`src/include/acc_pkg.sv`:
```
// shared constants and carriers for the analog compare control block
package acc_pkg;

	// bus geometry
	localparam int ADDR_W = 12; // byte address width on the register bus
	localparam int DATA_W = 32; // register bus data width

	// register indexes; byte address is four times the index
	localparam logic [7:0] IDX_CMP_CTRL_STATUS = 8'h50; // comparator_control_status
	localparam logic [7:0] IDX_CONV_CTRL_B = 8'h7b; // converter_control_b
	localparam logic [7:0] IDX_PIN_INPUT_DIS = 8'h7f; // comparator_pin_input_disable

	// comparator_control_status field positions
	localparam int CCS_DISABLE = 7; // comparator_disable
	localparam int CCS_BANDGAP = 6; // bandgap_select
	localparam int CCS_RESULT = 5; // compare_result, read only
	localparam int CCS_FLAG = 4; // compare_irq_flag
	localparam int CCS_IRQ_EN = 3; // compare_irq_enable
	localparam int CCS_CAPTURE = 2; // capture_route
	localparam int CCS_MODE_HI = 1; // edge_mode_hi
	localparam int CCS_MODE_LO = 0; // edge_mode_lo

	// converter_control_b field positions
	localparam int CCB_MUX_EN = 6; // neg_mux_enable
	localparam int CCB_UPPER = 3; // upper_bank_select
	localparam int CCB_TRIG_HI = 2; // converter trigger select, top bit
	localparam int CCB_TRIG_LO = 0; // converter trigger select, low bit

	// comparator_pin_input_disable field positions
	localparam int PID_NEG_OFF = 1; // neg_pin_input_off
	localparam int PID_POS_OFF = 0; // pos_pin_input_off

	// reset values of the writable fields
	localparam logic [7:0] RST_CMP_CTRL_STATUS = 8'h00;
	localparam logic [7:0] RST_CONV_CTRL_B = 8'h00;
	localparam logic [7:0] RST_PIN_INPUT_DIS = 8'h00;

	// edge mode encodings
	localparam logic [1:0] MODE_TOGGLE = 2'h0; // any change of the output
	localparam logic [1:0] MODE_RESERVED = 2'h1; // no event at all
	localparam logic [1:0] MODE_FALL = 2'h2; // falling output edge
	localparam logic [1:0] MODE_RISE = 2'h3; // rising output edge

	// synchroniser depth for pin and comparator inputs
	localparam int SYNC_STAGES = 2;

	// apb request from the master
	typedef struct packed {
		logic psel;
		logic penable;
		logic pwrite;
		logic [ADDR_W-1:0] paddr;
		logic [DATA_W-1:0] pwdata;
	} acc_apb_req_t;

	// apb answer to the master
	typedef struct packed {
		logic pready;
		logic pslverr;
		logic [DATA_W-1:0] prdata;
	} acc_apb_rsp_t;

	// byte address of a register index
	function automatic logic [ADDR_W-1:0] reg_addr(input logic [7:0] idx);
		reg_addr = {2'h0, idx, 2'h0};
	endfunction : reg_addr

endpackage : acc_pkg

```
`src/rtl/acc_sync.sv`:
```
`timescale 1ns/1ps
// two-stage synchroniser; the second stage can hold its value
module acc_sync #(
	parameter int WIDTH = 1
) (
	input wire logic pclk,
	input wire logic presetn,
	input wire logic [WIDTH-1:0] async_in,
	input wire logic [WIDTH-1:0] hold,
	output logic [WIDTH-1:0] sync_out
);

	logic [WIDTH-1:0] stage1; // first stage, read only by the second

	// first stage samples the foreign level
	always_ff @(posedge pclk or negedge presetn) begin
		if (!presetn) begin
			stage1 <= '0;
		end else begin
			stage1 <= async_in;
		end
	end

	// second stage follows unless held, per bit
	always_ff @(posedge pclk or negedge presetn) begin
		if (!presetn) begin
			sync_out <= '0;
		end else begin
			sync_out <= (stage1 & ~hold) | (sync_out & hold);
		end
	end

endmodule : acc_sync

```
`src/rtl/acc_top.sv`:
```
`timescale 1ns/1ps
// Function
// - result high when positive exceeds negative input
// - result synchronised, one to two cycles late
// - mux on, converter off and not power gated: pin bank*8+select
// - mux off or converter on: negative pin
// - bandgap select replaces positive pin
// - disable bit powers comparator off anytime
// - matching synchronised event sets irq flag
// - mode 00 toggle, 01 none, 10 fall, 11 rise
// - irq while flag, enable and global enable
// - flag clears when handler is vectored
// - writing one clears flag, zero keeps
// - capture route feeds timer capture front end
// - input disable kills buffer, port reads zero
// - reserved bits zero, writable bits reset zero
// - converter enable gates mux availability
module acc_top (
	input wire logic pclk,
	input wire logic presetn,
	input acc_pkg::acc_apb_req_t apb_req,
	output acc_pkg::acc_apb_rsp_t apb_rsp,
	input wire logic cmp_raw,
	input wire logic positive_pin_level,
	input wire logic negative_pin_level,
	input wire logic converter_enable,
	input wire logic converter_power_gate,
	input wire logic [2:0] pin_select_low,
	input wire logic global_irq_enable,
	input wire logic irq_vector_ack,
	output logic compare_irq,
	output logic comparator_power_off,
	output logic bandgap_route,
	output logic neg_mux_route,
	output logic [3:0] neg_pin_index,
	output logic capture_trigger,
	output logic [2:0] converter_trigger_select,
	output logic pos_pin_buffer_off,
	output logic neg_pin_buffer_off,
	output logic pos_pin_port_bit,
	output logic neg_pin_port_bit
);

	// software-visible control fields
	// one flop each except edge_mode and trigger_select; compare_irq_flag has its own process, the rest their register's
	logic comparator_disable; // powers the comparator off
	logic bandgap_select; // positive input from the bandgap
	logic compare_irq_flag; // sticky event flag
	logic compare_irq_enable; // lets the flag reach the request
	logic capture_route; // result to timer capture
	logic [1:0] edge_mode; // event selection
	logic neg_mux_enable; // negative input from the shared mux
	logic upper_bank_select; // selects pins 8 to 15
	logic [2:0] trigger_select; // converter trigger source, stored only
	logic neg_pin_input_off; // negative pin buffer off
	logic pos_pin_input_off; // positive pin buffer off

	// synchronised comparator result and its history
	// result and history reset to the same level
	logic compare_result; // synchronised, held while disabled
	logic prev_result; // result one cycle earlier
	logic [1:0] pin_sync; // synchronised pin levels

	// edge pulses
	// combinational, read only by the flag logic
	logic rise_pulse; // result went high
	logic fall_pulse; // result went low
	logic toggle_pulse; // result changed
	logic event_hit; // event matches the mode

	// bus decode
	// all decode is combinational on the request
	logic setup_phase; // first cycle of a transfer
	logic write_access; // access phase of a write
	logic hit_ccs; // address matches control/status
	logic hit_ccb; // address matches converter control b
	logic hit_pid; // address matches input disable
	logic flag_clear; // write one to the flag
	logic next_flag; // next value of the flag

	// read data assembled from the current state
	// views are rebuilt every cycle from the live flops
	logic [7:0] ccs_view; // control/status as read
	logic [7:0] ccb_view; // converter control b as read
	logic [7:0] pid_view; // input disable as read
	logic [acc_pkg::DATA_W-1:0] next_prdata; // data for the access phase
	logic next_pslverr; // unmapped address answer

	// place a register byte on the bus, upper bits zero
	function automatic logic [acc_pkg::DATA_W-1:0] widen_byte(input logic [7:0] view);
		widen_byte = {{(acc_pkg::DATA_W-8){1'b0}}, view};
	endfunction : widen_byte

	// comparator result: the analog stage resolves pos > neg, this stage syncs it
	// hold freezes the second stage while powered off, so no edge is seen
	// the first stage still follows the dead output; only the second is held
	acc_sync #(
		.WIDTH(1)
	) u_cmp_sync (
		.pclk(pclk),
		.presetn(presetn),
		.async_in(cmp_raw),
		.hold(comparator_disable),
		.sync_out(compare_result)
	);

	// pin levels for the port input bits
	// both pins are foreign levels, so they pass two flops first
	acc_sync #(
		.WIDTH(2)
	) u_pin_sync (
		.pclk(pclk),
		.presetn(presetn),
		.async_in({negative_pin_level, positive_pin_level}),
		.hold(2'h0),
		.sync_out(pin_sync)
	);

	// address decode against the register indexes
	// a write lands at the access edge; pready stays high after reset
	always_comb begin
		setup_phase = apb_req.psel && !apb_req.penable;
		write_access = apb_req.psel && apb_req.penable && apb_req.pwrite;
		hit_ccs = apb_req.paddr == acc_pkg::reg_addr(acc_pkg::IDX_CMP_CTRL_STATUS);
		hit_ccb = apb_req.paddr == acc_pkg::reg_addr(acc_pkg::IDX_CONV_CTRL_B);
		hit_pid = apb_req.paddr == acc_pkg::reg_addr(acc_pkg::IDX_PIN_INPUT_DIS);
	end

	// read views; reserved bits are zero
	// the result position is read only; writes to it are dropped
	always_comb begin
		ccs_view = 8'h00;
		ccs_view[acc_pkg::CCS_DISABLE] = comparator_disable;
		ccs_view[acc_pkg::CCS_BANDGAP] = bandgap_select;
		ccs_view[acc_pkg::CCS_RESULT] = compare_result;
		ccs_view[acc_pkg::CCS_FLAG] = compare_irq_flag;
		ccs_view[acc_pkg::CCS_IRQ_EN] = compare_irq_enable;
		ccs_view[acc_pkg::CCS_CAPTURE] = capture_route;
		ccs_view[acc_pkg::CCS_MODE_HI] = edge_mode[1];
		ccs_view[acc_pkg::CCS_MODE_LO] = edge_mode[0];
		ccb_view = 8'h00;
		ccb_view[acc_pkg::CCB_MUX_EN] = neg_mux_enable;
		ccb_view[acc_pkg::CCB_UPPER] = upper_bank_select;
		ccb_view[acc_pkg::CCB_TRIG_HI:acc_pkg::CCB_TRIG_LO] = trigger_select;
		pid_view = 8'h00;
		pid_view[acc_pkg::PID_NEG_OFF] = neg_pin_input_off;
		pid_view[acc_pkg::PID_POS_OFF] = pos_pin_input_off;
	end

	// read mux, evaluated in the setup cycle
	// data taken at setup stands unchanged through the access phase
	always_comb begin
		next_prdata = '0; // unmapped reads return zero
		next_pslverr = 1'b0;
		if (hit_ccs) begin
			// control/status with the live result bit
			next_prdata = widen_byte(ccs_view);
		end else if (hit_ccb) begin
			// converter control b, trigger bits included
			next_prdata = widen_byte(ccb_view);
		end else if (hit_pid) begin
			// input disable, two live bits
			next_prdata = widen_byte(pid_view);
		end else begin
			// unmapped: error answer, zero data
			next_pslverr = 1'b1;
		end
	end

	// bus answer: zero wait states, data and error latched at setup
	// no wait states, so pready simply rises at the first edge after reset
	always_ff @(posedge pclk or negedge presetn) begin
		if (!presetn) begin
			apb_rsp <= '0;
		end else begin
			apb_rsp.pready <= 1'b1; // every access phase ends at once
			if (setup_phase) begin
				// write transfers answer with zero data
				apb_rsp.prdata <= apb_req.pwrite ? '0 : next_prdata;
				apb_rsp.pslverr <= next_pslverr;
			end
		end
	end

	// control/status writable fields
	// the flag and the result bit are handled elsewhere
	always_ff @(posedge pclk or negedge presetn) begin
		if (!presetn) begin
			// all writable fields start at zero
			comparator_disable <= acc_pkg::RST_CMP_CTRL_STATUS[acc_pkg::CCS_DISABLE];
			bandgap_select <= acc_pkg::RST_CMP_CTRL_STATUS[acc_pkg::CCS_BANDGAP];
			compare_irq_enable <= acc_pkg::RST_CMP_CTRL_STATUS[acc_pkg::CCS_IRQ_EN];
			capture_route <= acc_pkg::RST_CMP_CTRL_STATUS[acc_pkg::CCS_CAPTURE];
			edge_mode <= acc_pkg::RST_CMP_CTRL_STATUS[acc_pkg::CCS_MODE_HI:acc_pkg::CCS_MODE_LO];
		end else if (write_access && hit_ccs) begin
			// disable may be written at any time
			// software drops the irq enable first, or a stray event may follow
			comparator_disable <= apb_req.pwdata[acc_pkg::CCS_DISABLE];
			bandgap_select <= apb_req.pwdata[acc_pkg::CCS_BANDGAP];
			compare_irq_enable <= apb_req.pwdata[acc_pkg::CCS_IRQ_EN];
			capture_route <= apb_req.pwdata[acc_pkg::CCS_CAPTURE];
			edge_mode <= apb_req.pwdata[acc_pkg::CCS_MODE_HI:acc_pkg::CCS_MODE_LO];
		end
	end

	// converter control b fields
	// trigger bits belong to the converter; they are only stored here
	always_ff @(posedge pclk or negedge presetn) begin
		if (!presetn) begin
			// mux off and trigger bits clear after reset
			neg_mux_enable <= acc_pkg::RST_CONV_CTRL_B[acc_pkg::CCB_MUX_EN];
			upper_bank_select <= acc_pkg::RST_CONV_CTRL_B[acc_pkg::CCB_UPPER];
			trigger_select <= acc_pkg::RST_CONV_CTRL_B[acc_pkg::CCB_TRIG_HI:acc_pkg::CCB_TRIG_LO];
		end else if (write_access && hit_ccb) begin
			neg_mux_enable <= apb_req.pwdata[acc_pkg::CCB_MUX_EN];
			upper_bank_select <= apb_req.pwdata[acc_pkg::CCB_UPPER];
			trigger_select <= apb_req.pwdata[acc_pkg::CCB_TRIG_HI:acc_pkg::CCB_TRIG_LO];
		end
	end

	// pin input disable fields
	// a set bit turns the digital buffer off and zeroes the port bit
	always_ff @(posedge pclk or negedge presetn) begin
		if (!presetn) begin
			// both buffers on after reset
			neg_pin_input_off <= acc_pkg::RST_PIN_INPUT_DIS[acc_pkg::PID_NEG_OFF];
			pos_pin_input_off <= acc_pkg::RST_PIN_INPUT_DIS[acc_pkg::PID_POS_OFF];
		end else if (write_access && hit_pid) begin
			neg_pin_input_off <= apb_req.pwdata[acc_pkg::PID_NEG_OFF];
			pos_pin_input_off <= apb_req.pwdata[acc_pkg::PID_POS_OFF];
		end
	end

	// previous result for edge detection
	// resets to the same level as the synchroniser, so no false edge
	always_ff @(posedge pclk or negedge presetn) begin
		if (!presetn) begin
			prev_result <= 1'b0;
		end else begin
			prev_result <= compare_result;
		end
	end

	// edge pulses and mode match
	// each pulse lasts one cycle; the reserved code raises nothing
	// a mode change alone fakes no edge, pulses need a result change; software drops the enable first
	always_comb begin
		rise_pulse = compare_result && !prev_result;
		fall_pulse = !compare_result && prev_result;
		toggle_pulse = rise_pulse || fall_pulse;
		unique case (edge_mode)
			acc_pkg::MODE_TOGGLE: event_hit = toggle_pulse;
			acc_pkg::MODE_RESERVED: event_hit = 1'b0;
			acc_pkg::MODE_FALL: event_hit = fall_pulse;
			acc_pkg::MODE_RISE: event_hit = rise_pulse;
		endcase
	end

	// flag next value; a new event wins over any clear
	// vectoring and a written one share the clear path
	always_comb begin
		flag_clear = write_access && hit_ccs && apb_req.pwdata[acc_pkg::CCS_FLAG];
		next_flag = compare_irq_flag;
		if (flag_clear || irq_vector_ack) begin
			next_flag = 1'b0;
		end
		if (event_hit) begin
			next_flag = 1'b1;
		end
	end

	// sticky interrupt flag
	// stays set until vectored or cleared by software
	always_ff @(posedge pclk or negedge presetn) begin
		if (!presetn) begin
			compare_irq_flag <= 1'b0;
		end else begin
			compare_irq_flag <= next_flag;
		end
	end

	// interrupt request to the processor
	// built from next_flag, so request and flag rise together
	// the global enable is a same-clock level from the processor
	always_ff @(posedge pclk or negedge presetn) begin
		if (!presetn) begin
			compare_irq <= 1'b0;
		end else begin
			compare_irq <= next_flag && compare_irq_enable && global_irq_enable;
		end
	end

	// analog input selection
	// the comparator core sees these registered selects
	// the pin index is passed on even when the mux is not routed
	always_ff @(posedge pclk or negedge presetn) begin
		if (!presetn) begin
			bandgap_route <= 1'b0;
			neg_mux_route <= 1'b0;
			neg_pin_index <= 4'h0;
			comparator_power_off <= 1'b0;
		end else begin
			bandgap_route <= bandgap_select;
			// mux only when the converter is off and its power gate open
			neg_mux_route <= neg_mux_enable && !converter_enable
				&& !converter_power_gate;
			neg_pin_index <= {upper_bank_select, pin_select_low};
			comparator_power_off <= comparator_disable;
		end
	end

	// timer capture routing
	// the capture interrupt itself is enabled inside the timer
	always_ff @(posedge pclk or negedge presetn) begin
		if (!presetn) begin
			capture_trigger <= 1'b0;
		end else begin
			// no connection unless routed; timer filters the edge itself
			capture_trigger <= capture_route && compare_result;
		end
	end

	// converter trigger source passes through
	// a registered copy keeps the output straight from a flop
	always_ff @(posedge pclk or negedge presetn) begin
		if (!presetn) begin
			converter_trigger_select <= 3'h0;
		end else begin
			converter_trigger_select <= trigger_select;
		end
	end

	// digital input buffers and port input bits
	// port bits lag the pins by three edges: two sync, one output
	always_ff @(posedge pclk or negedge presetn) begin
		if (!presetn) begin
			pos_pin_buffer_off <= 1'b0;
			neg_pin_buffer_off <= 1'b0;
			pos_pin_port_bit <= 1'b0;
			neg_pin_port_bit <= 1'b0;
		end else begin
			pos_pin_buffer_off <= pos_pin_input_off;
			neg_pin_buffer_off <= neg_pin_input_off;
			// a disabled buffer reads as zero
			pos_pin_port_bit <= pin_sync[0] && !pos_pin_input_off;
			neg_pin_port_bit <= pin_sync[1] && !neg_pin_input_off;
		end
	end

endmodule : acc_top

```
`config.mk`:
```
export PLATFORM = sky130hd
export DESIGN_NAME = acc_top
export DESIGN_NICKNAME = d
export VERILOG_FILES = /design/src/include/acc_pkg.sv /design/src/rtl/acc_sync.sv /design/src/rtl/acc_top.sv
export SDC_FILE = /design/constraint.sdc
export NUM_CORES = 1
export LEC_CHECK = 0
export BUFFER_PORTS_ARGS = -buffer_cell sky130_fd_sc_hd__buf_4
export CORE_MARGIN = 2
export CORE_UTILIZATION = 45
export CTS_CLUSTER_DIAMETER = 120
export DETAILED_ROUTE_END_ITERATION = 6
export PLACE_DENSITY = 0.81
export REMOVE_ABC_BUFFERS = 1
export SETUP_SLACK_MARGIN = 0.02
export SYNTH_ARGS = -nofsm -noshare
export SYNTH_HDL_FRONTEND = slang
export SYNTH_SLANG_ARGS = --single-unit
```
`constraint.sdc`:
```
create_clock -name pclk -period 2.4 [get_ports pclk]
set_input_delay 0.24 -clock pclk [delete_from_list [all_inputs] [get_ports pclk]]
set_output_delay 0.24 -clock pclk [all_outputs]
set_load 0.03 [all_outputs]
```
# Yosys cells after proc, flatten, opt, wreduce, memory -nomap -nowiden
# Index checks and enable logic that the tools add are counted.
# totals
regBits	71
out_inout_bits	50
# op_classes
n_eq_ne	6
mux	10
bitwise	4
reduce_logical	26
# op_table
operator	count
32-bit two-way mux	2
12-bit by 9-bit equality test with 1-bit output, second input constant	3
1-bit logical AND	16
1-bit logical NOT	7
7-bit two-way mux	1
1-bit two-way mux	5
2-bit equality test, second input constant	2
1-bit one-hot mux with 4 select lines	1
1-bit bitwise AND	2
2-bit by 1-bit equality test with 1-bit output, second input constant	1
2-bit logical NOT	1
1-bit logical OR	2
2-bit two-way mux	1
1-bit NOT	1
1-bit OR	1

# Depth between registers and ports, before layout
# logic_depth
ltp_word	9
mapped_depth	6
depth_no_buf	6

# By module
# A second synthesis with hierarchy kept.
# hier_totals
hier_cells	147
area_unflattened_um2	1968.1
# modules_own_cells
module	instances	cells_each	area_each_um2	seq_area_each_um2
acc_top	1	138	1773.0	1026.0
acc_sync (u_pin_sync)	1	6	130.1	100.1
acc_sync (u_cmp_sync)	1	3	65.1	50.0

# Worst setup path before layout
# Ideal clock, no wire load.
# synth_path
kind	input to register
startpoint	input apb_req[41] (netlist name)
endpoint	register neg_mux_enable
setup_time_ns	0.125
arrival_ns	1.601
required_ns	2.275
slack_ns	0.675
stages	5
n_path_buf	1
cell_sequence	or4b_4 -> nor2_4 -> and4b_1 -> buf_2 -> mux2_2
# synth_between
elab_chain_cells	2
# synth_lines
element	line_no	text
start, declared	acc_top.sv:21	input acc_pkg::acc_apb_req_t apb_req,
12-bit by 9-bit equality test with 1-bit output	acc_top.sv:125	hit_ccb = apb_req.paddr == acc_pkg::reg_addr(acc_pkg::IDX_CONV_CTRL_B);
1-bit logical AND	acc_top.sv:214	end else if (write_access && hit_ccb) begin
end signal, assigned	acc_top.sv:211	neg_mux_enable <= acc_pkg::RST_CONV_CTRL_B[acc_pkg::CCB_MUX_EN];
end signal, assigned	acc_top.sv:215	neg_mux_enable <= apb_req.pwdata[acc_pkg::CCB_MUX_EN];
end, declared	acc_top.sv:52	logic neg_mux_enable;
# No other way between the ends.
# A chain may end at the register's enable or synchronous reset.

# Final worst setup path
# layout_path
startpoint	input apb_req[41] (netlist name)
endpoint	register trigger_select[1]
# layout_between
elab_chain_cells	2
# layout_lines
element	line_no	text
12-bit by 9-bit equality test with 1-bit output	acc_top.sv:125	
1-bit logical AND	acc_top.sv:214	
end signal, assigned	acc_top.sv:213	trigger_select <= acc_pkg::RST_CONV_CTRL_B[acc_pkg::CCB_TRIG_HI:acc_pkg::CCB_TRIG_LO];
end signal, assigned	acc_top.sv:217	trigger_select <= apb_req.pwdata[acc_pkg::CCB_TRIG_HI:acc_pkg::CCB_TRIG_LO];
end, declared	acc_top.sv:54	logic [2:0] trigger_select;
# No other way between the ends.

==> results.py <==
metrics = {
    "status": {
        "run_status": "finished clean",
    },
    "floorplan": {
        "coreArea_um2": 4060,
        "dieArea_um2": 4830,
        "die_h_um": 69.5,
        "dieWidth_um": 69.5,
        "pin_count": 109,
        "initial_core_util": 0.476,
        "placementRows": 23,
    },
    "yosys": {
        "syn_inst": 139,
        "synth_seq_cells": 47,
        "synth-simple-area-share": 0.107,
        "synth_xor_xnor_area_share": 0,
        "synthMuxAreaShare": 0.103,
        "synthAdderAreaFrac": 0.0130,
        "synth_compound_area_frac": 0.0583,
        "synth_cell_types": 34,
        "synth_area_um2": 1930,
        "ys_warn_count": 0,
        "yosysSeqAreaShare": 0.609,
        "syn_avg_cell_area_um2": 13.9,
        "synth_top_family_by_area": "simple AND/OR/NAND/NOR gates",
    },
    "layout": {
        "nNetsFinal": 263,
        "layout-drive-gt1-share": 0.433,
        "areaGrowthSynthToFinish_pct": 26.2,
        "diodes": 0,
        "fillerInstances": 330,
    },
    "routing": {
        "ant_nets": 0,
        "drt_iter0_drc": 18,
        "dr_total_vias": 1239,
        "wl_met1_um": 1510,
        "vias_per_cell": 4.90,
        "wl_per_cell_um": 14.6,
        "drc_errors": 0,
        "wl_met2_um": 1720,
        "dr.pass1.iters": 4,
        "highest_layer": "met4",
        "met3WireLength_um": 375,
        "wl_um": 3680,
    },
    "global_route": {
        "grt_max_degree": 48,
        "grt.overflow.total": 0,
        "antenna_found_initial": 0,
        "grt_pass1_wl_um": 6220,
        "grt_pass1_vias": 1274,
        "grt_usage": 0.167,
    },
    "critical_path": {
        "end_kind": "register",
        "path_cells": "buf_4 -> or4b_4 -> nor2_4 -> and4b_1 -> mux2_2",
        "slowest_stage": "or4b_4",
        "cp-startpoint": "apb_req[41]",
        "rrSetupSlack_ps": 1080,
        "cp_max_fo": 5,
        "path_class": "in -> reg",
        "cpPeakStageDelay_ps": 580,
        "reg2reg_depth": 6,
        "r2r_end": "compare_irq_flag",
        "arrival_ps": 1880,
        "required_ps": 2590,
        "cp-start-kind": "input pin",
    },
    "timing": {
        "setup_viol": 0,
        "min_period_ps": 1690,
        "setup_tns_ps": 0,
        "hold_viol": 0,
        "hold_ws_ps": 37.2,
        "slew_headroom": 0.617,
        "fin_crit_sh": 0.704,
        "tightest_slew_ps": 575,
        "grt_setup_unrepaired": "false",
        "max_freq_ghz": 0.591,
        "skew_ps": 3.08,
        "slew_violations": 0,
    },
    "clocking": {
        "cts_tree": "built",
        "cts.sinks": 47,
        "cts_buffer_depth": 2,
        "cts-htree-levels": 2,
        "cts-root-buf": "clkbuf_8",
        "clk_latency_ps": 300,
        "path_clk_slew_ps": 80,
        "numCtsBuffers": 5,
    },
    "place": {
        "gp_congestion": 0.760,
        "post-dp-hpwl_um": 2660,
        "io_buffers": 59,
    },
    "pwr": {
        "powerDensity_nw_per_um2": 608,
        "ir_worst_vdd_v": 0.000457,
        "power.leakage_nw": 1.29,
    },
    "job": {
        "max_cap_violations": 0,
    },
    "min_path": {
        "hold_path_class": "in -> reg",
        "hold_end": "u_cmp_sync.stage1",
        "holdPathStages": 1,
        "hold_path.startpoint": "cmp_raw",
    },
}
flip-flops by register name (all words and copies together), names as in the netlist, 2 cells and up, named ones only:
register / cells
edge_mode: 2
converter_trigger_select: 3
apb_rsp: 10
u_pin_sync.stage1: 2
u_pin_sync.sync_out: 2
neg_pin_index: 4
trigger_select: 3
synthesized netlist by cell type:
master / instances / area, um^2
and3_1: 4 / 25.0
conb_1: 2 / 7.51
ha_1: 2 / 25.0
nand3_2: 1 / 10.0
mux2i_1: 3 / 30.0
and4_1: 2 / 17.5
nor2b_1: 2 / 12.5
mux2_2: 15 / 169
a32oi_1: 2 / 17.5
o211a_1: 1 / 10.0
or2_2: 1 / 6.26
and4b_1: 1 / 10.0
a41oi_1: 1 / 8.76
nor2_2: 1 / 6.26
nor2_4: 1 / 11.3
a22o_1: 3 / 26.3
nand2b_1: 2 / 12.5
buf_2: 1 / 5.00
buf_4: 25 / 188
and2_1: 2 / 12.5
or4b_4: 1 / 13.8
or4_1: 1 / 7.51
nor2_1: 3 / 11.3
nor4b_1: 1 / 8.76
nor4_4: 1 / 21.3
or3b_2: 1 / 8.76
a21oi_1: 1 / 5.00
nand2_1: 1 / 3.75
nor3b_1: 1 / 7.51
inv_1: 2 / 7.51
buf_1: 1 / 3.75
dfrtp_1: 47 / 1180
o21ai_0: 3 / 15.0
a221o_1: 3 / 30.0
per-stage QoR:
step           std cells  worst slack (ps)  total power (W)  instance area, um^2  utilization
6_report             253               709          0.00148                 2440        0.600
5_1_grt              253               690          0.00154                 2440        0.600
4_1_cts              253               721          0.00150                 2440        0.600
3_5_place_dp         244               404         0.000981                 2330        0.573
3_3_place_gp         244               432         0.000978                 2330        0.573
2_1_floorplan        135               681         0.000906                 1820            -
worst max-delay path, delay by kind of cell:
family	cells	cell delay, ps
multiplexers	1	380
buffers and inverters	1	110
AND/OR/NAND/NOR	3	1150
repair_timing:
action,4_1_cts,5_1_grt
setup buffers,0,0
endpoints found under the hold margin,47,0
resized for setup,0,0
endpoints found under the setup margin,0,0
hold buffers,1,0
worst max-delay path by stage:
stage	to	slack, ps	cells past startpoint
after floorplan	neg_mux_enable	680	4
after global placement	trigger_select[2]	430	5
after detailed placement	upper_bank_select	400	5
after CTS	trigger_select[1]	720	5
after global routing	trigger_select[2]	690	5
final	trigger_select[1]	710	5
report_power, final:
part | switching (W) | leakage (nW) | internal, W
Sequential | 0.00000515 | 0.618 | 0.000804
Clock | 0.000253 | 0.0515 | 0.000263
Combinational | 0.000103 | 0.617 | 0.0000526
Total | 0.000362 | 1.29 | 0.00112
cells by family (layout without fill, tap and decap cells):
logic type | Yosys count | count (layout)
flops | 47 | 47
buf+inv | 29 | 70
simple gates | 27 | 27
mux | 18 | 18
compound gates | 14 | 14
fa+ha+maj | 2 | 2
other cells | 2 | 25
metal layers:
metal / up-vias / track usage
li1: 564 / -
met1: 592 / 0.214
met2: 76 / 0.256
met3: 7 / 0.0625
met4: 0 / 0.0654
met5: - / 0
cells in the final DEF (no fill, tap or decap), drive strengths merged:
| cell | count |
|---|---|
| a22o | 3 |
| nand2 | 1 |
| inv | 2 |
| and3 | 4 |
| nor2 | 5 |
| and2 | 2 |
| dlygate4sd3 | 1 |
| a41oi | 1 |
| mux2 | 15 |
| ha | 2 |
| buf | 59 |
| nor4 | 1 |
| a21oi | 1 |
| dfrtp | 47 |
| nand3 | 1 |
| and4b | 1 |
| nor4b | 1 |
| and4 | 2 |
| clkbuf | 8 |
| or4 | 1 |
| o211a | 1 |
| nor2b | 2 |
| a221o | 3 |
| o21ai | 3 |
| or4b | 1 |
| or3b | 1 |
| nor3b | 1 |
| mux2i | 3 |
| a32oi | 2 |
| conb | 25 |
| or2 | 1 |
| nand2b | 2 |
cell type report:
| cell class | instances | area, um^2 | share of cell area |
|---|---|---|---|
| sequential | 47 | 1180 | 0.483 |
| multi-input combinational | 86 | 637 | 0.261 |
| timing repair buffer | 60 | 453 | 0.186 |
| clock buffer | 8 | 100 | 0.0411 |
| tap | 50 | 62.6 | 0.0257 |
| inverter | 2 | 7.51 | 0.00308 |
No activity file was read; power rests on OpenSTA's default activity.
